### config.mk
export PLATFORM = sky130hd
export DESIGN_NAME = qrp_panel_timing
export DESIGN_NICKNAME = d
export VERILOG_FILES = /design/src/hw/qrp_pkg.sv /design/src/hw/qrp_panel_timing.sv
export VERILOG_INCLUDE_DIRS = /design/src /design/src/hw
export SDC_FILE = /design/constraint.sdc
export NUM_CORES = 1
export LEC_CHECK = 0
export BUFFER_PORTS_ARGS = -buffer_cell sky130_fd_sc_hd__buf_2
export CAP_MARGIN = 30
export CORE_MARGIN = 2
export CORE_UTILIZATION = 45
export CTS_BUF_LIST = sky130_fd_sc_hd__clkbuf_2
export DETAILED_ROUTE_END_ITERATION = 16
export GPL_TIMING_DRIVEN = 0
export PLACE_DENSITY = 0.62
export SETUP_SLACK_MARGIN = 0.3
export SYNTH_ARGS = -nofsm -noshare
export SYNTH_HDL_FRONTEND = slang
export SYNTH_SLANG_ARGS = --single-unit
### constraint.sdc
create_clock -name clk -period 3.4 [get_ports clk]
set_clock_uncertainty 0.05 [all_clocks]
set_input_delay 0.34 -clock clk [delete_from_list [all_inputs] [get_ports clk]]
set_output_delay 0.34 -clock clk [all_outputs]
set_load 0.01 [all_outputs]
### src/hw/qrp_defs.svh
/*
 Timing constants for the panel timing receiver.
 Assumes inclusion by bare name from the package and the top module.
*/
`ifndef QRP_DEFS_SVH
`define QRP_DEFS_SVH
`define QRP_VIS_PIXELS     9'd320
`define QRP_VIS_LINES      8'd240
`define QRP_FIXED_HSTART   9'd52
`define QRP_VSTART_LINE    9'd8
`define QRP_DOT_MAX_KHZ    7500
`define QRP_CLK_KHZ        10000
`define QRP_LINE_MAX       9'd440
`define QRP_FRAME_MAX      9'd284
`define QRP_X_LAST         9'd319
`define QRP_Y_LAST         8'd239
`endif

### src/hw/qrp_pkg.sv
/*
 Types shared by the panel timing receiver.
 Assumes qrp_defs.svh is on the include path.
*/
`include "qrp_defs.svh"
package qrp_pkg;
  // One 18-bit pixel, six bits per colour, bit 0 is the LSB
  typedef struct packed {
    logic [5:0] red_level;
    logic [5:0] green_level;
    logic [5:0] blue_level;
  } qrp_pixel_t;

  // Video input pins grouped together
  typedef struct packed {
    logic       pixel_dot_clock;
    logic       line_sync_n;
    logic       frame_sync_n;
    logic       line_window_valid;
    qrp_pixel_t pixel;
  } qrp_video_t;

  // Pixel handed to the panel array with its position
  typedef struct packed {
    logic       valid;
    logic [8:0] col;
    logic [7:0] row;
    qrp_pixel_t pixel;
  } qrp_out_t;
endpackage

### src/hw/qrp_panel_timing.sv
/*
 Panel-side receiver of parallel RGB video: finds the dot clock edges,
 counts pixels and lines, places the visible 320x240 window and gives out
 addressed pixels, plus the backlight enable taken from the dimming pin.
 Assumes all pins are asynchronous to clk and the dot clock is slower
 than half of clk.
*/
`include "qrp_defs.svh"
`timescale 1ns/1ps
`default_nettype none
module qrp_panel_timing (
  input  wire logic              clk,                 // System clock, 10 MHz
  input  wire logic              rst,                 // Synchronous reset, high
  input  wire qrp_pkg::qrp_video_t video_in,          // Video pins from controller
  input  wire logic              scan_reverse_select, // Mirror select pin
  input  wire logic              dimming_in,          // Backlight dimming pin
  output logic                   backlight_on,        // Backlight drive
  output qrp_pkg::qrp_out_t      pixel_out,           // Addressed pixel out
  output logic                   frame_start          // Pulse at visible frame start
);
  import qrp_pkg::*;

  typedef enum logic [1:0] {QRP_IDLE, QRP_WAIT, QRP_ACTIVE} qrp_hstate_t;

  // Mirror a position about the last index
  function automatic logic [8:0] qrp_mirror(input logic [8:0] pos, input logic [8:0] last);
    qrp_mirror = last - pos;
  endfunction

  // Two-stage synchronisers for all pins
  localparam int PW = $bits(qrp_video_t) + 2;
  logic [PW-1:0] sync1_q, sync2_q, sync1_d, sync2_d;
  logic          dclk_prev_q, dclk_prev_d;

  always_comb begin
    sync1_d     = {video_in, scan_reverse_select, dimming_in};
    sync2_d     = sync1_q;
    dclk_prev_d = sync2_q[PW-1];
  end

  always_ff @(posedge clk) begin
    if (rst) begin
      sync1_q     <= '0;
      sync2_q     <= '0;
      dclk_prev_q <= 1'b0;
    end else begin
      sync1_q     <= sync1_d;
      sync2_q     <= sync2_d;
      dclk_prev_q <= dclk_prev_d;
    end
  end

  qrp_video_t vid;
  logic       rev_sel;
  logic       dim_s;
  logic       dot_edge;
  assign vid      = sync2_q[PW-1:2];
  assign rev_sel  = sync2_q[1];
  assign dim_s    = sync2_q[0];
  // Rising dot clock edge seen in the clk domain
  assign dot_edge = vid.pixel_dot_clock & ~dclk_prev_q;

  // Timing counters and placement state
  logic [8:0]  hcnt_q, hcnt_d;      // Dots since line sync fall
  logic [8:0]  lcnt_q, lcnt_d;      // Lines since frame sync fall
  logic [8:0]  xcnt_q, xcnt_d;      // Visible pixel index
  logic [7:0]  ycnt_q, ycnt_d;      // Visible line index
  logic        hs_prev_q, hs_prev_d;
  logic        vs_prev_q, vs_prev_d;
  logic        en_prev_q, en_prev_d;
  logic        en_seen_q, en_seen_d; // Window enable used this line
  qrp_hstate_t hst_q, hst_d;
  qrp_out_t    out_q, out_d;
  logic        fs_q, fs_d;

  logic hs_fall, vs_fall, en_rise, vline;

  always_comb begin
    hs_fall   = hs_prev_q & ~vid.line_sync_n;
    vs_fall   = vs_prev_q & ~vid.frame_sync_n;
    en_rise   = ~en_prev_q & vid.line_window_valid;
    hcnt_d    = hcnt_q;
    lcnt_d    = lcnt_q;
    xcnt_d    = xcnt_q;
    ycnt_d    = ycnt_q;
    hs_prev_d = hs_prev_q;
    vs_prev_d = vs_prev_q;
    en_prev_d = en_prev_q;
    en_seen_d = en_seen_q;
    hst_d     = hst_q;
    out_d     = out_q;
    out_d.valid = 1'b0;
    fs_d      = 1'b0;
    // visible lines start at line 8
    vline = (lcnt_q >= `QRP_VSTART_LINE) &&
            (lcnt_q < `QRP_VSTART_LINE + {1'b0, `QRP_VIS_LINES});
    if (dot_edge) begin
      hs_prev_d = vid.line_sync_n;
      vs_prev_d = vid.frame_sync_n;
      en_prev_d = vid.line_window_valid;
      if (hcnt_q != `QRP_LINE_MAX)
        hcnt_d = hcnt_q + 9'd1;
      if (hs_fall) begin
        hcnt_d    = 9'd1;
        en_seen_d = 1'b0;
        hst_d     = QRP_WAIT;
        if (lcnt_q != `QRP_FRAME_MAX)
          lcnt_d = lcnt_q + 9'd1;
        // Step the row at each line sync inside the visible band
        if (vline)
          ycnt_d = ycnt_q + 8'd1;
        if (lcnt_q == `QRP_VSTART_LINE - 9'd1) begin
          ycnt_d = 8'd0;
          fs_d   = 1'b1;
        end
      end
      if (vs_fall) begin
        lcnt_d = 9'd1;
        ycnt_d = 8'd0;
      end
      case (hst_q)
        QRP_WAIT: begin
          if (en_rise && !hs_fall) begin
            en_seen_d = 1'b1;
            hst_d     = vline ? QRP_ACTIVE : QRP_IDLE;
            xcnt_d    = 9'd0;
          end else if (!en_seen_q && !vid.line_window_valid &&
                       hcnt_q == `QRP_FIXED_HSTART - 9'd1 && !hs_fall) begin
            hst_d  = vline ? QRP_ACTIVE : QRP_IDLE;
            xcnt_d = 9'd0;
          end
        end
        QRP_ACTIVE: begin
          if (hs_fall) begin
            hst_d = QRP_WAIT;
          end else begin
            out_d.valid = 1'b1;
            out_d.pixel = vid.pixel;
            out_d.col = rev_sel ? qrp_mirror(xcnt_q, `QRP_X_LAST) : xcnt_q;
            out_d.row = 8'(rev_sel ? qrp_mirror({1'b0, ycnt_q}, {1'b0, `QRP_Y_LAST}) : {1'b0, ycnt_q});
            if (xcnt_q == `QRP_X_LAST)
              hst_d = QRP_IDLE;
            else
              xcnt_d = xcnt_q + 9'd1;
          end
        end
        QRP_IDLE: begin
        end
        default: begin
          hst_d = QRP_IDLE;
        end
      endcase
      // lines outside the visible band, 8 to 247, never become active
      if (!vline && hst_d == QRP_ACTIVE)
        hst_d = QRP_IDLE;
    end
  end

  always_ff @(posedge clk) begin
    if (rst) begin
      hcnt_q    <= '0;
      lcnt_q    <= '0;
      xcnt_q    <= '0;
      ycnt_q    <= '0;
      hs_prev_q <= 1'b1;
      vs_prev_q <= 1'b1;
      en_prev_q <= 1'b0;
      en_seen_q <= 1'b0;
      hst_q     <= QRP_IDLE;
      out_q     <= '0;
      fs_q      <= 1'b0;
    end else begin
      hcnt_q    <= hcnt_d;
      lcnt_q    <= lcnt_d;
      xcnt_q    <= xcnt_d;
      ycnt_q    <= ycnt_d;
      hs_prev_q <= hs_prev_d;
      vs_prev_q <= vs_prev_d;
      en_prev_q <= en_prev_d;
      en_seen_q <= en_seen_d;
      hst_q     <= hst_d;
      out_q     <= out_d;
      fs_q      <= fs_d;
    end
  end

  // Backlight follows dimming input
  logic bl_q, bl_d;
  always_comb begin
    bl_d = dim_s;
  end

  always_ff @(posedge clk) begin
    if (rst)
      bl_q <= 1'b0;
    else
      bl_q <= bl_d;
  end

  assign backlight_on = bl_q;
  assign pixel_out    = out_q;
  assign frame_start  = fs_q;
endmodule
`default_nettype wire

# == After elaboration in Yosys (flattened, before gate mapping) ==
# Cells that the tools add are included.
# totals
regBits,128
latch_bits,0
mem_bits_rw,0
rom_bits,0
input_bits,26
output_inout_bits,38
wordCells,103
memories,0
# op_classes
add_sub_neg,6
multipliers,0
n_div,0
order_cmp,2
n_eq_ne,11
n_shift,0
mux,30
bitwise,11
reduce_logical,23
# op_table
cell,n
$mux 9,10
$mux 8,5
$mux 36,1
$add 9x1->9 const B,3
$ne 9x9->1 const B,2
$pmux 9 s2,1
$mux 2,8
$eq 9x3->1 const B,1
$eq 9x6->1 const B,1
$eq 9x9->1 const B,1
$ge 9x4->1 const B,1
$lt 9x8->1 const B,1
$reduce_and 3->1,3
$sub 9x9->9 const A,1
$add 8x1->8 const B,1
$reduce_bool 2->1,4
$sub 8x8->8 const A,1
$not 1->1,7
$logic_and 1x1->1,6
$pmux 2 s3,1
$reduce_or 3->1,2
$reduce_and 5->1,1
$and 1x1->1,4
$eq 2x2->1 const B,2
other kinds (8),15

# == Logic depth before layout (Yosys ltp) ==
# logic_depth
ltp_word,11
depth_mapped,8
mapped_depth_nobuf,7

# == Worst setup path before layout ==
# Ideal clock, no wire load.
# synth_path
kind,register -> register
from,register lcnt_q[5]
to,register ycnt_q[7]
setup_ps,70
arrival_ps,1823
t_required_ps,3280
setup_slack_ps,1457
path_stages_with_launch,6
path_buffers,0
period_less_slack_ps,1943
path_cell_list,dfxtp_1 or3_4 o31ai_4 a22oi_2 or4_1 a21oi_1
# synth_between
elab_chain_len,4
elab_cells_between_ends,9
cone_classes,2 x order compare; 1 x eq/ne; 3 x mux; 3 x reduce/logical
# synth_rtl
item,line_no,rtl
start: declaration,qrp_panel_timing.sv:65,"logic [8:0] lcnt_q, lcnt_d;"
start signal: assignment,qrp_panel_timing.sv:174,lcnt_q <= lcnt_d;
$ge 9x4->1 (no source line) (tied with other cells),n/a,
$logic_and 1x1->1 or $mux 8 (tied branches),"qrp_panel_timing.sv:95, qrp_panel_timing.sv:112",
$reduce_bool 3->1 (no source line) or $mux 8 (tied branches),n/a,
$reduce_and 3->1 (no source line) or $mux 8 (tied branches),n/a,
end signal: assignment,qrp_panel_timing.sv:176,ycnt_q <= ycnt_d;
end: declaration,qrp_panel_timing.sv:67,"logic [7:0] ycnt_q, ycnt_d;"
# Several ways; a longest one is shown, not always the timed one. The select of a mux whose other input is x is not followed.
# A chain may end at the register's enable or synchronous reset.

# == Worst setup path in the final report ==
# layout_path
from,register sync2_q[23]
to,"register out_q, in the netlist pixel_out[33]"
# layout_between
elab_chain_len,2
# layout_rtl
item,line_no,rtl
start: declaration,qrp_panel_timing.sv:32,"logic [PW-1:0] sync1_q, sync2_q, sync1_d, sync2_d;"
start signal: assignment,qrp_panel_timing.sv:48,sync2_q <= sync2_d;
$and 1x1->1,qrp_panel_timing.sv:61,assign dot_edge = vid.pixel_dot_clock & ~dclk_prev_q;
$reduce_and 3->1 (no source line),n/a,
end signal: assignment,qrp_panel_timing.sv:182,out_q <= out_d;
end: declaration,qrp_panel_timing.sv:73,"qrp_out_t out_q, out_d;"
# No other way between the ends.

==> impl_results.md <==
* Run status: finished, final reports clean
* Die Span Y at 109 µm
* H-tree levels at 4
* RSZ-0062 raised after global routing: no
* Number of global-route vias before repair at 3879
* Drt total wl at 10.4 mm
* Max-Cap Viols at 0
* CP delay by family, top: buffers and inverters
* Final Instance Area at 5860 µm²
* Setup bufs post-CTS at 0
* Clk buf depth at 2
* Register bit total from synthesis at 128
* Worst IR Drop VDD at 241 µV
* Reg clk slew, reported paths at 0.17 ns
* Library cells used by synthesis at 52
* DP HPWL at 7.39 mm
* Tcrit/Tclk final at 0.668
* First-pass GRT wire length at 17.5 mm
* Placed standard-cell area at 5410 µm²
* Syn_area_per_cell at 9.20 µm²
* P_leak at 2.19 nW
* Fraction of registers with async set/reset at 0
* Most frequent cells in the layout: 128 x dfxtp_1, 65 x buf_2, 65 x nand2_1
* Global-route usage over all layers at 0.189
* Top cell type's share of synthesized area at 0.521
* Critical path class: reg2reg
* Antenna Violating Nets Remaining at 0
* Worst Max-Slew Pin Slew at 0.742 ns
* PortBufs at 63
* Worst relative slew slack at 0.501
* Cells after Synth at 535
* Area contributors post-synth: dfxtp_1 52%, nor2b_1 7.1%, nand2_1 5.0%
* I/O pin count at 64
* Cell Pwr Density at 427 nW/µm²
* Hold Crit Class: in2reg
* Initial antenna violation count at 0
* R2R depth at 5
* Total power at 2.50 mW
* Post-CTS Resized at 0
* Die Span X at 109 µm
* Yosys top cell by area: dfxtp_1
* Setup ws final at 1.13 ns
* Seq/Total Area, Yosys at 0.521
* GR Overflow Total at 0
* Hold Path Depth at 3
* Syn-to-layout area delta at 19.1%
* Final hold violations at 0
* Crit path largest cell delay at 0.43 ns
* Core area at 10700 µm²
* Hold Buf Count CTS at 24
* Yosys warnings at 0
* Fmax at 441 MHz
* Gpl congestion at 0.843
* Placed cell count at 738
* Initial Util at 0.458
* Sink Count at 128
* Cell Chain, Critical Path: or2b_2, nor3_1, clkbuf_1, clkbuf_1, a211oi_1
* Setup crit end kind: register
* Rows at 38
* Root buffer cell: clkbuf_2
* Die area at 11800 µm²
* Share of layout cells above drive strength 1 at 0.171
* Setup_tns at 0 ns
* Antenna Cells at 0
* Crit-path most repeated cell: clkbuf_1
* Most common flop cell mapped by yosys: dfxtp_1
* Mapped Area at 4920 µm²
* CP Buf/Inv Count at 2
* CTS tree: built
* Setup violators final at 0
* CTS buffer count at 17
* Via/cell ratio at 4.99
* Most common cell after layout, fill and taps aside: dfxtp_1
* 1st-iter DRT viols at 179
* Crit path depth at 5
* Final Util at 0.546
* Synthesized Nets at 571
* Critical Path RT at 3.87 ns
* Smallest hold slack at 0.128 ns
* Critical Path Start Type: register
* Largest net degree at the start of global routing at 17
* Non-filler instance count after layout at 794
* Post-synth EDFFs at 0
* Final Max Tran Viols at 0
* Clk Latency, worst-skew pair at 0.65 ns
* Min cycle time layout at 2.27 ns
* DRC errors left at 0
* Nets@finish at 677
* Via count at 3962
* Routed WL per cell at 13.1 µm
* Pre-Repair DR Iteration Count at 4
* CP max stage cell: clkbuf_1
* Largest fanout on the critical path at 10
* Arrival time at the worst endpoint at 2.74 ns
* Dpl ws at 1.14 ns
worst register-to-register path, delay by kind of cell, from the launching register on:
kind / cells / cell delay (ns)
and+or+nand+nor: 2 / 0.75
DFF: 1 / 0.36
buffers and inverters: 2 / 0.87
AOI/OAI and AO/OA: 1 / 0.14
power breakdown:
group	switching [mW]	leakage [nW]	internal, mW
registers	0.00983	1.04	1.53
clock network	0.558	0.122	0.268
logic	0.0708	1.03	0.0646
cells in the mapped netlist (2+ instances only):
master and count:
or3_1 8, nor2b_1 56, a21oi_1 43, buf_2 2, nand3b_1 3, a31oi_1 5
xnor2_1 18, nor2_1 38, dfxtp_1 128, nand4_1 6, a211oi_1 15, nand3_1 14
o31ai_1 5, nand2_1 65, o211ai_1 2, ha_1 10, or3_2 3, nand2b_1 3
a21o_1 2, and4_1 2, nor4_1 6, or2_2 4, or4_1 6, and3_1 2
xor2_1 8, o21ai_0 14, inv_1 14, nor3_1 8, clkbuf_1 22
routing by layer:
layer  up-vias  global-route usage  wire length (µm)
met2        83               0.317              4920
li1       2039                   -                 -
met3        15              0.0579               527
met4         0              0.0650               136
met5         -                   0                 0
met1      1825               0.229              4800
cells by family (layout without fill, tap and decap cells):
family | after synthesis | in the layout | synth area share
buf+inv | 39 | 158 | 0.0323
compound gates | 97 | 97 | 0.124
flops | 128 | 128 | 0.521
simple gates | 234 | 234 | 0.250
mux | 1 | 1 | 0.00203
fa+ha+maj | 10 | 10 | 0.0254
xor+xnor | 26 | 26 | 0.0463
worst paths after layout:
check,from,to,slack [ns]
max reg2reg,sync2_q[23],pixel_out[33],1.13
max,sync2_q[23],pixel_out[33],1.13
min reg2reg,sync2_q[2],pixel_out[0],0.38
min,rst,ycnt_q[2],0.13
flip-flops by register name, indices dropped and copies added (netlist names):
name / flops
backlight_on: 1
dclk_prev_q: 1
en_prev_q: 1
en_seen_q: 1
frame_start: 1
hcnt_q: 9
hs_prev_q: 1
hst_q: 2
lcnt_q: 9
pixel_out: 36
sync1_q: 24
sync2_q: 24
vs_prev_q: 1
xcnt_q: 9
ycnt_q: 8
cell type report:
class / instances / area, µm²
fillers: 1030 / 4880
well taps: 140 / 175
multi-input cells: 368 / 2200
flip-flops and latches: 128 / 2560
clock buffers: 19 / 95.1
repair buffers: 87 / 556
clock inverters: 13 / 116
inverters: 14 / 52.6
plain buffers: 25 / 106
No activity file was read; power rests on OpenSTA's default activity.
